===== src/verilog/ep_tx_pkg.sv =====
// Constants shared by the endpoint transmit control block
package ep_tx_pkg;
  localparam int          NUM_EP        = 16;
  localparam int          EP_IDX_W      = 4;
  // Register map, byte offsets on the plain register port
  localparam logic [7:0]  TX_CTRL_BASE  = 8'hf0;  // endpoint_tx_control, index 0..15
  localparam logic [7:0]  RX_STAT_BASE  = 8'he0;  // endpoint_rx_control status copy
  localparam logic [7:0]  IRQ_CFG_OFS   = 8'hd0;  // group enables and priorities
  localparam logic [7:0]  TX_CTRL_RST   = 8'h00;
  localparam logic [7:0]  IRQ_CFG_RST   = 8'h00;
  // Field positions of endpoint_tx_control
  localparam int          F_DONE        = 7;
  localparam int          F_TOG         = 6;
  localparam int          F_STAT_HI     = 5;
  localparam int          F_STAT_LO     = 4;
  localparam int          F_KIND_HI     = 3;
  localparam int          F_KIND_LO     = 2;
  localparam int          F_CTRL_EP     = 1;
  localparam int          F_ISO         = 0;
  // Field positions of the group configuration register
  localparam int          F_TIMED_EN    = 7;
  localparam int          F_UNTIMED_EN  = 3;
  // Status codes, both directions
  localparam logic [1:0]  ST_DISABLED   = 2'h0;
  localparam logic [1:0]  ST_STALL      = 2'h1;
  localparam logic [1:0]  ST_NAK        = 2'h2;
  localparam logic [1:0]  ST_VALID      = 2'h3;
  // Token kinds, upper two PID bits
  localparam logic [1:0]  TOK_OUT       = 2'h0;
  localparam logic [1:0]  TOK_IN        = 2'h2;
  localparam logic [1:0]  TOK_SETUP     = 2'h3;
  // Link events
  typedef enum logic [2:0] {
    EV_NONE     = 3'h0,
    EV_TOKEN    = 3'h1,   // token addressed to endpoint, kind on tok_kind
    EV_TX_END   = 3'h2,   // data packet sent
    EV_ACK      = 3'h3,   // host handshake ACK after our data
    EV_RX_OK    = 3'h4,   // OUT/SETUP data received and accepted
    EV_FAIL     = 3'h5    // NAK, STALL, error or toggle mismatch
  } link_ev_t;
  // Answer to a token
  typedef enum logic [2:0] {
    ANS_NONE    = 3'b001,
    ANS_NAK     = 3'b010,
    ANS_STALL   = 3'b100,
    ANS_DATA    = 3'b011,
    ANS_ACCEPT  = 3'b101
  } answer_t;
endpackage


===== src/verilog/ep_tx_ctrl.sv =====
// Per-endpoint transmit control registers with token flow control
// Operation
// Hardware sets done flag bit 7 on successful transaction; software only clears
// NAK, STALL, protocol error or toggle mismatch leave done flag untouched
// Done flag set on non-iso endpoint: NAK all, silently drop SETUP
// Registers zero on reset, bus reset, forced reset; bus resets spare done flag
// Non-iso toggle picks DATA0/DATA1 and flips on host ACK
// SETUP to control endpoint forces transmit toggle to 1
// Iso endpoint sends DATA0 only and flips toggle at packet end
// Software initialises toggle before using non-control endpoints
// Status 00 ignore, 01 STALL, 10 NAK, 11 transmit on IN
// Successful IN, or SETUP on control endpoint, sets status to NAK
// Iso endpoints never get hardware status changes
// Last token kind captured in bits 3:2, frozen while done flag set
// Token kind reads 00 OUT, 10 IN, 11 SETUP
// Control endpoint with receive NAK gives no answer to SETUP
// Control endpoint with receive STALL still accepts SETUP and completes
// Software programs only 00 or 11 status on iso endpoints
// Iso toggle 0: link uses transmit descriptors; 1: receive descriptors
// Software keeps iso endpoints one-directional
// Sixteen independent registers indexed by endpoint 0 to 15
// Software sets bit 1 for control, bit 0 for isochronous
// Separate done-event enables and 3-bit priorities for iso and non-iso groups
// Writing 1 to done flag keeps it; only 0 clears
//
// Local design decision: the address-and-strobe port.
`timescale 1ns/1ps

module ep_tx_ctrl
  import ep_tx_pkg::*;
#(
  parameter int NEP = ep_tx_pkg::NUM_EP
) (
  // Clock and resets
  input  wire logic                       clk_sys,
  input  wire logic                       rst,
  input  wire logic                       bus_reset,
  // Register port
  input  wire logic [7:0]                 reg_addr,
  input  wire logic [7:0]                 reg_wdata,
  input  wire logic                       reg_wr,
  input  wire logic                       reg_rd,
  output logic      [7:0]                 reg_rdata,
  // Link event from the serial engine
  input  wire ep_tx_pkg::link_ev_t        link_ev,
  input  wire logic [ep_tx_pkg::EP_IDX_W-1:0] link_ep,
  input  wire logic [1:0]                 tok_kind,
  // Answer to the current token
  output ep_tx_pkg::answer_t              link_answer,
  output logic                            tx_data_pid,
  output logic                            use_rx_desc,
  // Completion event toward the interrupt unit
  output logic                            done_event,
  output logic [2:0]                      done_prio
);
  import ep_tx_pkg::*;

  // Index decode and the register array assume one register per endpoint id
  if (NEP < 1 || NEP > NUM_EP) begin : g_nep_check
    $error("NEP out of range");
  end

  // ==========================================================
  // Register state
  logic [7:0] tx_r     [NEP];
  logic [7:0] tx_nxt   [NEP];
  logic [1:0] rxst_r   [NEP];
  logic [1:0] rxst_nxt [NEP];
  logic [7:0] cfg_r, cfg_nxt;
  logic [7:0] rdata_r, rdata_nxt;
  logic       done_ev_r, done_ev_nxt;
  logic [2:0] prio_r, prio_nxt;

  // ==========================================================
  // Decode of the addressed endpoint
  logic [7:0] cur;
  logic [1:0] cur_rx;
  logic       iso_c, ctl_c, done_c, setup_c;
  logic       sel_ok;
  logic [3:0] widx;
  logic       wsel_tx, wsel_rx;

  always_comb begin
    sel_ok  = (int'(link_ep) < NEP);
    cur     = sel_ok ? tx_r[link_ep] : TX_CTRL_RST;
    cur_rx  = sel_ok ? rxst_r[link_ep] : ST_DISABLED;
    iso_c   = cur[F_ISO];
    ctl_c   = cur[F_CTRL_EP];
    done_c  = cur[F_DONE];
    setup_c = (tok_kind == TOK_SETUP);
    widx    = reg_addr[3:0];
    wsel_tx = reg_wr && (reg_addr[7:4] == TX_CTRL_BASE[7:4]) && (int'(widx) < NEP);
    wsel_rx = reg_wr && (reg_addr[7:4] == RX_STAT_BASE[7:4]) && (int'(widx) < NEP);
  end

  // ==========================================================
  // Answer to a token: decided combinationally in the token cycle
  always_comb begin
    link_answer = ANS_NONE;
    if (link_ev == EV_TOKEN && sel_ok) begin
      if (setup_c) begin
        if (!ctl_c || done_c) link_answer = ANS_NONE;
        else if (cur_rx == ST_NAK) link_answer = ANS_NONE;
        else if (cur_rx != ST_DISABLED) link_answer = ANS_ACCEPT;
      end else if (done_c && !iso_c) begin
        link_answer = ANS_NAK;
      end else if (tok_kind == TOK_IN) begin
        unique case (cur[F_STAT_HI:F_STAT_LO])
          ST_DISABLED: link_answer = ANS_NONE;
          ST_STALL:    link_answer = ANS_STALL;
          ST_NAK:      link_answer = ANS_NAK;
          ST_VALID:    link_answer = ANS_DATA;
        endcase
      end
    end
  end

  // Iso always DATA0; toggle then picks the descriptor pair
  always_comb begin
    tx_data_pid = iso_c ? 1'b0 : cur[F_TOG];
    use_rx_desc = iso_c & cur[F_TOG];
  end

  // ==========================================================
  // Next state of the endpoint registers
  always_comb begin
    logic [7:0] v;
    logic       ok;
    v = TX_CTRL_RST;
    ok = 1'b0;
    cfg_nxt     = cfg_r;
    done_ev_nxt = 1'b0;
    prio_nxt    = prio_r;
    for (int i = 0; i < NEP; i++) begin
      v = tx_r[i];
      rxst_nxt[i] = rxst_r[i];
      // Software write; done flag can only be cleared
      if (wsel_tx && int'(widx) == i) begin
        v[F_TOG]              = reg_wdata[F_TOG];
        v[F_STAT_HI:F_STAT_LO] = reg_wdata[F_STAT_HI:F_STAT_LO];
        v[F_CTRL_EP]          = reg_wdata[F_CTRL_EP];
        v[F_ISO]              = reg_wdata[F_ISO];
        if (!reg_wdata[F_DONE]) v[F_DONE] = 1'b0;
      end
      if (wsel_rx && int'(widx) == i) rxst_nxt[i] = reg_wdata[1:0];
      // Link events; hardware set wins over software clear
      if (sel_ok && int'(link_ep) == i) begin
        ok = 1'b0;
        unique case (link_ev)
          EV_TOKEN: begin
            if (!tx_r[i][F_DONE])
              v[F_KIND_HI:F_KIND_LO] = tok_kind;
            if (setup_c && tx_r[i][F_CTRL_EP] && !tx_r[i][F_DONE])
              v[F_TOG] = 1'b1;
          end
          EV_TX_END: begin
            if (tx_r[i][F_ISO]) begin
              v[F_TOG] = ~tx_r[i][F_TOG];
              ok = 1'b1;
            end
          end
          EV_ACK: begin
            if (!tx_r[i][F_ISO]) begin
              v[F_TOG] = ~tx_r[i][F_TOG];
              ok = 1'b1;
              v[F_STAT_HI:F_STAT_LO] = ST_NAK;
            end
          end
          EV_RX_OK: begin
            ok = 1'b1;
            if (tx_r[i][F_KIND_HI:F_KIND_LO] == TOK_SETUP && tx_r[i][F_CTRL_EP]
                && !tx_r[i][F_ISO])
              v[F_STAT_HI:F_STAT_LO] = ST_NAK;
          end
          EV_FAIL: ok = 1'b0;
          default: ok = 1'b0;
        endcase
        if (ok) begin
          v[F_DONE] = 1'b1;
          if (tx_r[i][F_ISO] ? cfg_r[F_TIMED_EN] : cfg_r[F_UNTIMED_EN]) begin
            done_ev_nxt = 1'b1;
            prio_nxt = tx_r[i][F_ISO] ? cfg_r[6:4] : cfg_r[2:0];
          end
        end
      end
      tx_nxt[i] = v;
    end
    if (reg_wr && reg_addr == IRQ_CFG_OFS) cfg_nxt = reg_wdata;
    // Bus or forced reset: clear endpoint registers but their done flag, and receive status; group config kept
    if (bus_reset) begin
      for (int i = 0; i < NEP; i++) begin
        tx_nxt[i] = {tx_r[i][F_DONE], 7'h00};
        rxst_nxt[i] = ST_DISABLED;
      end
    end
  end

  // ==========================================================
  // Read path, data stands one cycle after the strobe
  always_comb begin
    rdata_nxt = 8'h00;
    if (reg_rd) begin
      if (reg_addr[7:4] == TX_CTRL_BASE[7:4] && int'(reg_addr[3:0]) < NEP)
        rdata_nxt = tx_r[reg_addr[3:0]];
      else if (reg_addr[7:4] == RX_STAT_BASE[7:4] && int'(reg_addr[3:0]) < NEP)
        rdata_nxt = {6'h00, rxst_r[reg_addr[3:0]]};
      else if (reg_addr == IRQ_CFG_OFS)
        rdata_nxt = cfg_r;
    end
  end

  always_ff @(posedge clk_sys) begin
    if (rst) begin
      for (int i = 0; i < NEP; i++) begin
        tx_r[i]   <= TX_CTRL_RST;
        rxst_r[i] <= ST_DISABLED;
      end
      cfg_r     <= IRQ_CFG_RST;
      rdata_r   <= 8'h00;
      done_ev_r <= 1'b0;
      prio_r    <= 3'h0;
    end else begin
      for (int i = 0; i < NEP; i++) begin
        tx_r[i]   <= tx_nxt[i];
        rxst_r[i] <= rxst_nxt[i];
      end
      cfg_r     <= cfg_nxt;
      rdata_r   <= rdata_nxt;
      done_ev_r <= done_ev_nxt;
      prio_r    <= prio_nxt;
    end
  end

  assign reg_rdata  = rdata_r;
  assign done_event = done_ev_r;
  assign done_prio  = prio_r;

  // ==========================================================
  // Checks
  a_done_sets: assert property (@(posedge clk_sys) disable iff (rst)
    (link_ev == EV_ACK && sel_ok && !iso_c && !bus_reset) |=> tx_r[$past(link_ep)][F_DONE])
    else $error("done flag not set after ACK");
  a_fail_keeps: assert property (@(posedge clk_sys) disable iff (rst)
    (link_ev == EV_FAIL && sel_ok && !reg_wr && !bus_reset)
      |=> tx_r[$past(link_ep)] == $past(cur))
    else $error("failed transaction changed register");
  a_done_nak: assert property (@(posedge clk_sys) disable iff (rst)
    (link_ev == EV_TOKEN && sel_ok && done_c && !iso_c && tok_kind == TOK_IN)
      |-> link_answer == ANS_NAK)
    else $error("pending completion not NAKed");
  a_busrst_keep: assert property (@(posedge clk_sys) disable iff (rst)
    bus_reset |=> tx_r[0] == {$past(tx_r[0][F_DONE]), 7'h00})
    else $error("bus reset handled wrongly");
  a_ack_toggle: assert property (@(posedge clk_sys) disable iff (rst)
    (link_ev == EV_ACK && sel_ok && !iso_c && !bus_reset && !reg_wr)
      |=> tx_r[$past(link_ep)][F_TOG] != $past(cur[F_TOG]))
    else $error("toggle not inverted on ACK");
  a_setup_tog: assert property (@(posedge clk_sys) disable iff (rst)
    (link_ev == EV_TOKEN && sel_ok && setup_c && ctl_c && !done_c && !bus_reset)
      |=> tx_r[$past(link_ep)][F_TOG])
    else $error("SETUP did not force toggle");
  a_iso_pid: assert property (@(posedge clk_sys) disable iff (rst)
    iso_c |-> !tx_data_pid)
    else $error("iso endpoint sent DATA1");
  a_in_nak: assert property (@(posedge clk_sys) disable iff (rst)
    (link_ev == EV_ACK && sel_ok && !iso_c && !bus_reset && !reg_wr)
      |=> tx_r[$past(link_ep)][F_STAT_HI:F_STAT_LO] == ST_NAK)
    else $error("status not NAK after IN");
  a_kind_frozen: assert property (@(posedge clk_sys) disable iff (rst)
    (link_ev == EV_TOKEN && sel_ok && done_c && !bus_reset)
      |=> tx_r[$past(link_ep)][F_KIND_HI:F_KIND_LO] == $past(cur[F_KIND_HI:F_KIND_LO]))
    else $error("token kind changed while done");
  a_wr_one: assert property (@(posedge clk_sys) disable iff (rst)
    (wsel_tx && tx_r[widx][F_DONE] && reg_wdata[F_DONE] && !bus_reset)
      |=> tx_r[$past(widx)][F_DONE])
    else $error("writing one cleared done flag");

  // ==========================================================
  // Token answers, judged in the token cycle since the answer is combinational
  a_setup_drop: assert property (@(posedge clk_sys) disable iff (rst)
    (link_ev == EV_TOKEN && sel_ok && setup_c && done_c) |-> link_answer == ANS_NONE)
    else $error("SETUP answered while done");
  a_in_stall: assert property (@(posedge clk_sys) disable iff (rst)
    (link_ev == EV_TOKEN && sel_ok && tok_kind == TOK_IN && !done_c
      && cur[F_STAT_HI:F_STAT_LO] == ST_STALL) |-> link_answer == ANS_STALL)
    else $error("stalled endpoint did not stall");
  a_setup_quiet: assert property (@(posedge clk_sys) disable iff (rst)
    (link_ev == EV_TOKEN && sel_ok && setup_c && ctl_c && cur_rx == ST_NAK)
      |-> link_answer == ANS_NONE)
    else $error("SETUP answered with receive NAK");
  a_stall_accept: assert property (@(posedge clk_sys) disable iff (rst)
    (link_ev == EV_TOKEN && sel_ok && setup_c && ctl_c && !done_c && cur_rx == ST_STALL)
      |-> link_answer == ANS_ACCEPT)
    else $error("SETUP refused with receive STALL");

  // Register effects of link events, one cycle after the event
  a_iso_flip: assert property (@(posedge clk_sys) disable iff (rst)
    (link_ev == EV_TX_END && sel_ok && iso_c && !bus_reset && !reg_wr)
      |=> tx_r[$past(link_ep)][F_TOG] != $past(cur[F_TOG]))
    else $error("iso toggle not inverted at packet end");
  a_iso_status: assert property (@(posedge clk_sys) disable iff (rst)
    (link_ev != EV_NONE && sel_ok && iso_c && !bus_reset && !reg_wr)
      |=> tx_r[$past(link_ep)][F_STAT_HI:F_STAT_LO] == $past(cur[F_STAT_HI:F_STAT_LO]))
    else $error("iso status changed by hardware");
  a_kind_capture: assert property (@(posedge clk_sys) disable iff (rst)
    (link_ev == EV_TOKEN && sel_ok && !done_c && !bus_reset)
      |=> tx_r[$past(link_ep)][F_KIND_HI:F_KIND_LO] == $past(tok_kind))
    else $error("token kind not captured");
  a_done_event: assert property (@(posedge clk_sys) disable iff (rst)
    (link_ev == EV_ACK && sel_ok && !iso_c && cfg_r[F_UNTIMED_EN])
      |=> done_event && done_prio == $past(cfg_r[2:0]))
    else $error("completion event or priority wrong");
endmodule // ep_tx_ctrl


===== config.mk =====
export PLATFORM = sky130hd
export DESIGN_NAME = ep_tx_ctrl
export DESIGN_NICKNAME = d
export VERILOG_FILES = /design/src/verilog/ep_tx_pkg.sv /design/src/verilog/ep_tx_ctrl.sv
export SDC_FILE = /design/constraint.sdc
export NUM_CORES = 1
export LEC_CHECK = 0
export BUFFER_PORTS_ARGS = -buffer_cell sky130_fd_sc_hd__buf_2
export CAP_MARGIN = 20
export CELL_PAD_IN_SITES_DETAIL_PLACEMENT = 2
export CELL_PAD_IN_SITES_GLOBAL_PLACEMENT = 2
export CORE_MARGIN = 1.5
export CORE_UTILIZATION = 35
export DETAILED_ROUTE_END_ITERATION = 8
export HOLD_SLACK_MARGIN = 0.03
export PLACE_DENSITY_LB_ADDON = 0.1
export SLEW_MARGIN = 25
export SYNTH_ARGS = -nofsm -noshare
export SYNTH_HDL_FRONTEND = slang
export SYNTH_SLANG_ARGS = --single-unit

===== constraint.sdc =====
create_clock -name clk_sys -period 4.02 [get_ports clk_sys]
set_input_delay 0.804 -clock clk_sys [delete_from_list [all_inputs] [get_ports clk_sys]]
set_output_delay 0.804 -clock clk_sys [all_outputs]
set_load 0.02 [all_outputs]

==> results of run 1 <==
## repair_timing
item                                    4_1_cts  5_1_grt
cloned                                        0        1
resized for setup                             1        1
endpoints found under the setup margin        1        1
## flip-flops by register name, summed over array words and instances (netlist names)
name	cells
done_event	1
tx_r	128
cfg_r	8
reg_rdata	8
done_prio	3
rxst_r	32
## metrics by stage
step / util (%) / std cells / instance area, sq um / hold slack, ps / power (W)
CTS: 39.8 / 1720 / 13000 / 491 / 0.00411
global placement: 38.0 / 1688 / 12400 / 475 / 0.00231
floorplan: - / 1260 / 11700 / 439 / 0.00217
detailed placement: 38.0 / 1688 / 12400 / 474 / 0.00232
global route: 40.1 / 1724 / 13100 / 532 / 0.00420
finish: 40.1 / 1725 / 13100 / 504 / 0.00407
## layout make-up
cell class                      instances  area [sq um]
Clock inverter                         10           116
Timing Repair Buffer                  109           791
Clock buffer                           22           487
Sequential cell                       180          3930
Tap cell                              442           553
Inverter                               20          75.1
Antenna cell                            2          5.00
Fill cell                            3604         19600
Multi-Input combinational cell        940          7150
## layout by cell type (no fill, tap or decap), types with 6 or more instances in the layout
cell type	n
a211o_1	15
a211oi_1	6
a21o_1	8
a21oi_1	83
a31oi_1	7
a32oi_1	6
buf_2	44
buf_4	58
clkbuf_16	20
dfxtp_1	147
edfxtp_1	32
inv_1	18
mux2i_1	107
mux4_2	76
nand2_1	110
nand2b_1	28
nand3_1	64
nand3b_1	8
nand4_1	20
nor2_1	146
nor2_2	9
nor3_1	21
nor3_2	14
o211ai_1	10
o21ai_0	40
o21ai_1	7
o221ai_1	10
o32ai_1	16
or3_1	11
xnor2_1	6
xor2_1	12
## critical path: stages
cell	delay [ps]
buf_2	260
buf_12	210
mux4_2	510
mux4_2	520
nand2b_1	170
nand2_1	70
o22ai_1	140
and3_1	250
buf_2	190
## worst min path at each step
stage / from / to / cells past startpoint
finish: tx_r[6][4] / tx_r[6][4] / 2
global route: tx_r[6][4] / tx_r[6][4] / 2
CTS: tx_r[6][4] / tx_r[6][4] / 2
detailed placement: tx_r[6][4] / tx_r[6][4] / 2
global placement: tx_r[6][4] / tx_r[6][4] / 2
floorplan: tx_r[5][4] / tx_r[5][4] / 2
## logic make-up after synthesis
| kind of cell | share of synthesized area, % |
|---|---|
| AOI/OAI and AO/OA | 14.3 |
| muxes | 24.2 |
| xor gates and xnor gates | 1.35 |
| DFF | 33.6 |
| adders and majority gates | 0.321 |
| buffers and inverters | 5.45 |
| and+or+nand+nor | 20.9 |
## power groups by stage
stage	Sequential (W)	Clock, W	Combinational, W
final	0.00187	0.00179	0.000416
after global routing	0.00187	0.00188	0.000441
after CTS	0.00187	0.00183	0.000407
after detailed placement	0.00191	0	0.000404
after global placement	0.00191	0	0.000397
after floorplan	0.00190	0	0.000263
## layer usage
layer,wire [um],vias to the layer above,share of wire (%),global-route usage (%)
met5,0,-,0,0
met4,1790,0,3.4,12.1
met3,2920,95,5.6,4.75
met2,23900,363,45,49.0
met1,24000,5736,46,43.7
li1,-,4711,-,-
==> impl_metrics.env, run 1 <==
export IMPL_grt_pass1_vias=11200
export IMPL_rows=66
export IMPL_synth_top_area_share_pct=25.3
export IMPL_dieArea_sq_um=34500
export IMPL_numCtsBuffers=17
export IMPL_p_clk_share_pct=43.9
export IMPL_async_reset_ff_share_pct=0
export IMPL_post_cts_buffers=0
export IMPL_io_pins=47
export IMPL_first_pass_iters=5
export IMPL_yosysTopAreaCell="dfxtp_1"
export IMPL_period_needed_ps=3940
export IMPL_synth_cell_types=78
export IMPL_outcome="finished clean"
export IMPL_htreeDepth=4
export IMPL_period_share_pct=98.0
export IMPL_gr_total_overflow=0
export IMPL_crit_type="in -> out"
export IMPL_rrSetupSlack_ps=1580
export IMPL_crit_end="link_answer[2]"
export IMPL_hpwl_um=39100
export IMPL_drc_errors=0
export IMPL_ys_seq_area_share_pct=33.6
export IMPL_clockBufferDepth=2
export IMPL_cts_tree="done"
export IMPL_grt_antenna_before_repair=1
export IMPL_track_usage_pct=31.4
export IMPL_power_switching_w=0.00109
export IMPL_globalplace_congestion=0.902
export IMPL_hold_class="reg -> reg"
export IMPL_cts_hold_buf=0
export IMPL_cts_sinks=180
export IMPL_max_freq_mhz=254
export IMPL_hold_viol_final=0
export IMPL_maxCapViolCount=0
export IMPL_wl_per_cell_um=30.5
export IMPL_ys_seq_elements=180
export IMPL_intPower_w=0.00298
export IMPL_rsz0062_at_grt="false"
export IMPL_fp_dieH_um=186
export IMPL_synthToLayoutAreaGrowth_pct=12.1
export IMPL_syn_area_sq_um=11700
export IMPL_fin_skew_ps=13.7
export IMPL_insertion_delay_ps=460
export IMPL_port_buffers=46
export IMPL_cts_root_buf="clkbuf_16"
export IMPL_worstSetupEndpointType="primary output"
export IMPL_initial_utilization_pct=35.8
export IMPL_grt_pass1_wl_um=77900
export IMPL_reg2reg_from="tx_r[13][0]"
export IMPL_synth_cells=1260
export IMPL_worstPathArrival_ps=3140
export IMPL_powerDensity_nw_per_um2=311
export IMPL_setup_tns_ps=0
export IMPL_core_sq_um=32700
export IMPL_clkSlewWorstSetupHoldPaths_ps=70
export IMPL_crit_path_start_kind="input port"
export IMPL_setup_viol=0
export IMPL_ys_flop_type="dfxtp_1"
export IMPL_tightest_slew_ps=1000
export IMPL_sw_frac_of_total_pct=26.8
export IMPL_layout_drive_gt1_share_pct=21.2
export IMPL_synth_edf_count=32
export IMPL_num_vias=10900
export IMPL_synthTopCellsByArea="dfxtp_1, mux4_2, mux2i_1"
export IMPL_p_leak_nw=4.20
export IMPL_combPwrFrac_pct=10.2
export IMPL_netlist_top_cells_count="dfxtp_1, nor2_1, nand2_1"
export IMPL_layout_setup_ws_ps=80.0
export IMPL_yosysWarnings=0
export IMPL_maxSlewHeadroom_pct=33.1
export IMPL_reg2reg_depth=7
export IMPL_fin_nets=1301
export IMPL_dp_slack_ps=-9.62
export IMPL_crit_start="link_ep[1]"
export IMPL_cp_required_ps=3220
export IMPL_r2r_end="done_prio[2]"
export IMPL_grt_max_degree=55
export IMPL_viasPerCell=6.32
export IMPL_power_frac_seq_pct=45.9
export IMPL_ant_nets=0
export IMPL_wl_um=52600
export IMPL_crit_fanout=16
export IMPL_finalMaxSlewViolations=0
export IMPL_ir_worst_vdd_uv=310
export IMPL_dieWidth_um=186
export IMPL_syn_area_per_cell_sq_um=9.28
export IMPL_synth_nets=1293
export IMPL_drtIter0Drc=795
No activity file was read; power rests on OpenSTA's default activity.
==> run 2: changes to the inputs <==
--- a/config.mk
+++ b/config.mk
@@ -10,7 +10,7 @@
 export CELL_PAD_IN_SITES_DETAIL_PLACEMENT = 2
 export CELL_PAD_IN_SITES_GLOBAL_PLACEMENT = 2
 export CORE_MARGIN = 1.5
-export CORE_UTILIZATION = 35
+export CORE_UTILIZATION = 36
 export DETAILED_ROUTE_END_ITERATION = 8
 export HOLD_SLACK_MARGIN = 0.03
 export PLACE_DENSITY_LB_ADDON = 0.1
==> run 2 against run 1 <==
Register-to-register slack got worse by 100 ps. Largest power group unchanged. Combinational power fell by 1%. Hold slack got worse by 5.0 ps. Sequential power barely moved. Final area fell by 0.64%. Critical path depth fell by 2. Via count rose by 0.55%.
==> impl_metrics.env, run 2 (synthesis results as in run 1) <==
export IMPL_wl_per_cell_um=30.7
export IMPL_cp_buffers_inverters=2
export IMPL_r2r_end="done_event"
export IMPL_largest_reg_flops=128
export IMPL_grt_met3_usage_pct=5.56
export IMPL_grt_antenna_before_repair=4
export IMPL_powerDensity_nw_per_um2=315
export IMPL_initial_utilization_pct=36.8
export IMPL_hold_viol_final=0
export IMPL_use_met1_pct=44.4
export IMPL_place_area_sq_um=12400
export IMPL_period_share_pct=97.8
export IMPL_fin_area_sq_um=13000
export IMPL_critPathMaxStageDelay_ps=540
export IMPL_rows=65
export IMPL_drtIter0Drc=957
export IMPL_crit_fanout=9
export IMPL_hpwl_um=39100
export IMPL_nFillCells=3471
export IMPL_crit_type="in -> out"
export IMPL_setup_tns_ps=0
export IMPL_largestRegisters="tx_r x128, rxst_r x32"
export IMPL_synthToLayoutAreaGrowth_pct=11.4
export IMPL_grt_pass1_vias=11300
export IMPL_fp_dieH_um=183
export IMPL_outcome="finished clean"
export IMPL_ir_worst_vdd_uv=335
export IMPL_hold_class="reg -> reg"
export IMPL_worstSetupEndpointType="primary output"
export IMPL_clockBufferDepth=2
export IMPL_fin_skew_ps=14.4
export IMPL_tightest_slew_ps=1090
export IMPL_whs_endpoint="tx_r[5][4]"
export IMPL_layout_drive_gt1_share_pct=21.0
export IMPL_path_common_cell="mux4_2"
export IMPL_viasPerCell=6.40
export IMPL_io_pins=47
export IMPL_grt_max_degree=55
export IMPL_p_leak_nw=4.15
export IMPL_num_vias=11000
export IMPL_grt_use_met2_pct=52.0
export IMPL_numCtsBuffers=17
export IMPL_max_freq_mhz=254
export IMPL_htreeDepth=4
export IMPL_dieArea_sq_um=33600
export IMPL_grt_pass1_wl_um=78700
export IMPL_final_cell_mix="dfxtp_1, nor2_1, nand2_1"
export IMPL_crit_family="multiplexers"
export IMPL_gr_total_overflow=0
export IMPL_cp_required_ps=3220
export IMPL_busiest_layer="met2"
export IMPL_final_common_cell="dfxtp_1"
export IMPL_crit_slowest_cell="mux4_2"
export IMPL_period_needed_ps=3930
export IMPL_hold_start="tx_r[5][4]"
export IMPL_cts_root_buf="clkbuf_16"
export IMPL_core_sq_um=31800
export IMPL_globalplace_congestion=0.917
export IMPL_port_buffers=46
export IMPL_dieWidth_um=183
export IMPL_clkSlewWorstSetupHoldPaths_ps=70
export IMPL_crit_path_start_kind="input port"
export IMPL_cts_tree="done"
export IMPL_maxCapViolCount=0
export IMPL_worstPathArrival_ps=3130
export IMPL_hold_depth=2
export IMPL_setup_viol=0
export IMPL_reg2reg_from="tx_r[13][0]"
export IMPL_crit_chain="clkbuf_4, mux4_2, mux4_2, ha_1, nand2b_1, a221o_1, buf_2"
export IMPL_ctsResizeCount=0
export IMPL_first_pass_iters=4
export IMPL_wl_um=52600
export IMPL_finalMaxSlewViolations=0
export IMPL_cts_sinks=180
export IMPL_rrSetupSlack_ps=1480
export IMPL_track_usage_pct=32.4
export IMPL_cts_hold_buf=0
export IMPL_reg2reg_depth=8
export IMPL_post_cts_buffers=0
export IMPL_ant_nets=0
export IMPL_insertion_delay_ps=470
export IMPL_fin_nets=1295
export IMPL_rsz0062_at_grt="false"
export IMPL_drc_errors=0
export IMPL_top_register="tx_r"
export IMPL_cp_depth=7
export IMPL_maxSlewHeadroom_pct=27.2
[run 2: worst max-delay path by stage]
stage / start / to
global route: link_ep[0] / link_answer[2]
CTS: link_ep[0] / link_answer[0]
global placement: link_ep[0] / link_answer[0]
floorplan: link_ep[1] / link_answer[0]
detailed placement: link_ep[0] / link_answer[0]
finish: link_ep[0] / link_answer[0]
[run 2: stage by stage]
step / hold WS, ps / power, W / util, % / cells / worst slack (ps)
after floorplan: 439 / 0.00217 / - / 1260 / 16.7
after global placement: 481 / 0.00231 / 39.0 / 1678 / 74.0
after detailed placement: 495 / 0.00232 / 39.0 / 1678 / 14.0
after CTS: 505 / 0.00412 / 40.9 / 1710 / 5.46
after global routing: 524 / 0.00421 / 40.9 / 1710 / 10.7
final: 499 / 0.00410 / 40.9 / 1712 / 89.3
[run 2: worst min-delay path: stages, from the launching register on]
cell     delay [ps]
dfxtp_1         340
nand2_1          60
a21oi_1          60
[run 2: final cells by class]
cell class                 count  area [sq um]  share of cell area, %
clock inverter                10           108                  0.826
clock buffer                  22           507                   3.89
multi-input combinational    940          7150                   54.9
inverter                      20          75.1                  0.577
timing repair buffer         103           704                   5.41
sequential                   180          3930                   30.1
antenna                        2          5.00                 0.0384
tap                          435           544                   4.18
[run 2: power breakdown]
part	internal, W	switching [W]
logic	0.000123	0.000287
registers	0.00186	0.0000156
clock network	0.000974	0.000840
total	0.00295	0.00114
[run 2: routing by layer]
metal  vias up  routed length, um
li1       4687                  -
met1      5797              23500
met2       405              24600
met3        72               3200
met4         4               1330
met5         -                 26
==> run 3: changes to the inputs <==
==> constraint.sdc (replaced) <==
create_clock -name clk_sys -period 4.02 [get_ports clk_sys]
set_input_delay 0.804 -clock clk_sys [delete_from_list [all_inputs] [get_ports clk_sys]]
set_output_delay 0.804 -clock clk_sys [all_outputs]
set_load 0.1 [all_outputs]
==> run 3 against run 2 <==
Setup slack lost 36 ps. Via count rose by 0.41%. Sequential power is essentially flat. Routed wire length up 1.1%. Clock power hardly changed. Flip-flop and latch count unchanged. Die area is the same. Hold slack lost 14 ps. First-iteration DRC count down 2.9%. Sequential share of layout area decreased by 0.24 points. Final area is 0.79% higher. Critical path type unchanged. Largest cell class unchanged.
==> impl_metrics.env, run 3 (synthesis results as in run 1) <==
export IMPL_rrSetupSlack_ps=1540
export IMPL_initial_utilization_pct=36.8
export IMPL_maxSlewHeadroom_pct=44.2
export IMPL_dieArea_sq_um=33600
export IMPL_grt_antenna_before_repair=1
export IMPL_largestRegisters="tx_r x128, rxst_r x32"
export IMPL_rsz0062_at_grt="false"
export IMPL_drtIter0Drc=929
export IMPL_clkSlewWorstSetupHoldPaths_ps=60
export IMPL_outcome="finished clean"
export IMPL_use_met1_pct=44.7
export IMPL_top_register="tx_r"
export IMPL_num_vias=11000
export IMPL_ir_worst_vdd_uv=329
export IMPL_p_leak_nw=4.19
export IMPL_gr_total_overflow=0
export IMPL_layout_drive_gt1_share_pct=21.8
export IMPL_combPwrFrac_pct=10.2
export IMPL_worstSetupEndpointType="primary output"
export IMPL_fin_area_sq_um=13100
export IMPL_final_cell_mix="nor2_1, dfxtp_1, nand2_1"
export IMPL_p_clk_share_pct=43.9
export IMPL_grt_pass1_wl_um=79000
export IMPL_cp_required_ps=3220
export IMPL_wl_per_cell_um=31.0
export IMPL_core_sq_um=31800
export IMPL_track_usage_pct=32.5
export IMPL_worstPathArrival_ps=3160
export IMPL_port_buffers=46
export IMPL_viasPerCell=6.42
export IMPL_powerDensity_nw_per_um2=311
export IMPL_setup_viol=0
export IMPL_synthToLayoutAreaGrowth_pct=12.2
export IMPL_htreeDepth=4
export IMPL_cts_root_buf="clkbuf_16"
export IMPL_tightest_slew_ps=829
export IMPL_fp_dieH_um=183
export IMPL_wl_um=53200
export IMPL_busiest_layer="met2"
export IMPL_hpwl_um=39400
export IMPL_crit_type="in -> out"
export IMPL_grt_max_degree=55
export IMPL_power_switching_w=0.00111
export IMPL_fin_skew_ps=16.9
export IMPL_largest_reg_flops=128
export IMPL_grt_use_met2_pct=52.2
export IMPL_crit_fanout=14
export IMPL_max_freq_mhz=252
export IMPL_first_pass_iters=5
export IMPL_drc_errors=0
export IMPL_period_share_pct=98.7
export IMPL_finalMaxSlewViolations=0
export IMPL_crit_path_start_kind="input port"
export IMPL_power_frac_seq_pct=45.8
export IMPL_grt_pass1_vias=11300
export IMPL_period_needed_ps=3970
export IMPL_dp_cells=1683
export IMPL_globalplace_congestion=0.920
export IMPL_hold_class="reg -> reg"
export IMPL_ant_nets=0
export IMPL_antenna_cells=0
export IMPL_cts_tree="done"
export IMPL_hold_viol_final=0
export IMPL_post_cts_buffers=0
export IMPL_instances_no_fill=1714
export IMPL_dieWidth_um=183
export IMPL_insertion_delay_ps=480
export IMPL_maxCapViolCount=0
export IMPL_cts_sinks=180
export IMPL_numCtsBuffers=17
export IMPL_sw_frac_of_total_pct=27.2
export IMPL_io_pins=47
export IMPL_intPower_w=0.00298
export IMPL_clockBufferDepth=2
export IMPL_fin_nets=1300
export IMPL_rows=65
export IMPL_grt_met3_usage_pct=5.36
export IMPL_place_area_sq_um=12500
## run 3: changes by cell type in the layout (fill, tap and decap cells not counted), moves of 2 or more
cell        change
buf_12          +2
buf_2           -5
buf_4           +6
buf_6           +3
clkinv_2        +5
clkinv_4        -2
clkinvlp_4      -2
diode_2         -2
inv_6           -3
## run 3: layout make-up
class / instances / area [sq um]
clock inverters: 9 / 98.8
well taps: 435 / 544
flip-flops and latches: 180 / 3930
repair buffers: 108 / 791
fillers: 3482 / 18700
inverters: 20 / 75.1
multi-input cells: 940 / 7190
clock buffers: 22 / 495
## run 3: what timing repair did
action,4_1_cts,5_1_grt
resized for setup,4,5
hold endpoints to repair,0,0
setup endpoints to repair,3,2
hold buffers,0,0
cloned,0,0
## run 3: through the flow
| stage | worst slack [ps] | utilization (%) | setup TNS, ps | power (W) | hold WS [ps] |
|---|---|---|---|---|---|
| floorplan | -214 | - | -237 | 0.00217 | 439 |
| global placement | -54.8 | 39.3 | -116 | 0.00231 | 483 |
| detailed placement | -114 | 39.3 | -288 | 0.00232 | 470 |
| CTS | 26.0 | 41.2 | 0 | 0.00410 | 489 |
| global route | 16.9 | 41.3 | 0 | 0.00419 | 528 |
| finish | 53.2 | 41.3 | 0 | 0.00409 | 485 |
## run 3: worst max-delay path, cell delays in order
cell      delay [ps]
buf_4            170
buf_4            250
mux4_2           320
mux4_2           530
ha_4             270
nand2b_1         140
a221o_2          420
buf_4            250
## run 3: final timing paths
| check | startpoint | to | cells past startpoint |
|---|---|---|---|
| max reg2reg | tx_r[5][0] | done_prio[2] | 8 |
| min | tx_r[5][4] | tx_r[5][4] | 2 |
| min reg2reg | tx_r[5][4] | tx_r[5][4] | 2 |
| max | link_ep[1] | link_answer[0] | 8 |
## run 3: power by group through the flow
stage,combinational (W),clock [W],sequential [W]
finish,0.000419,0.00180,0.00187
global route,0.000442,0.00188,0.00187
CTS,0.000412,0.00182,0.00187
global placement,0.000400,0,0.00191
detailed placement,0.000408,0,0.00191
floorplan,0.000266,0,0.00191
## run 3: routing by layer
metal  up-vias  routed length, um
li1       4703                  -
met1      5808              23700
met2       416              24600
met3        83               3540
met4         0               1460
met5         -                  0
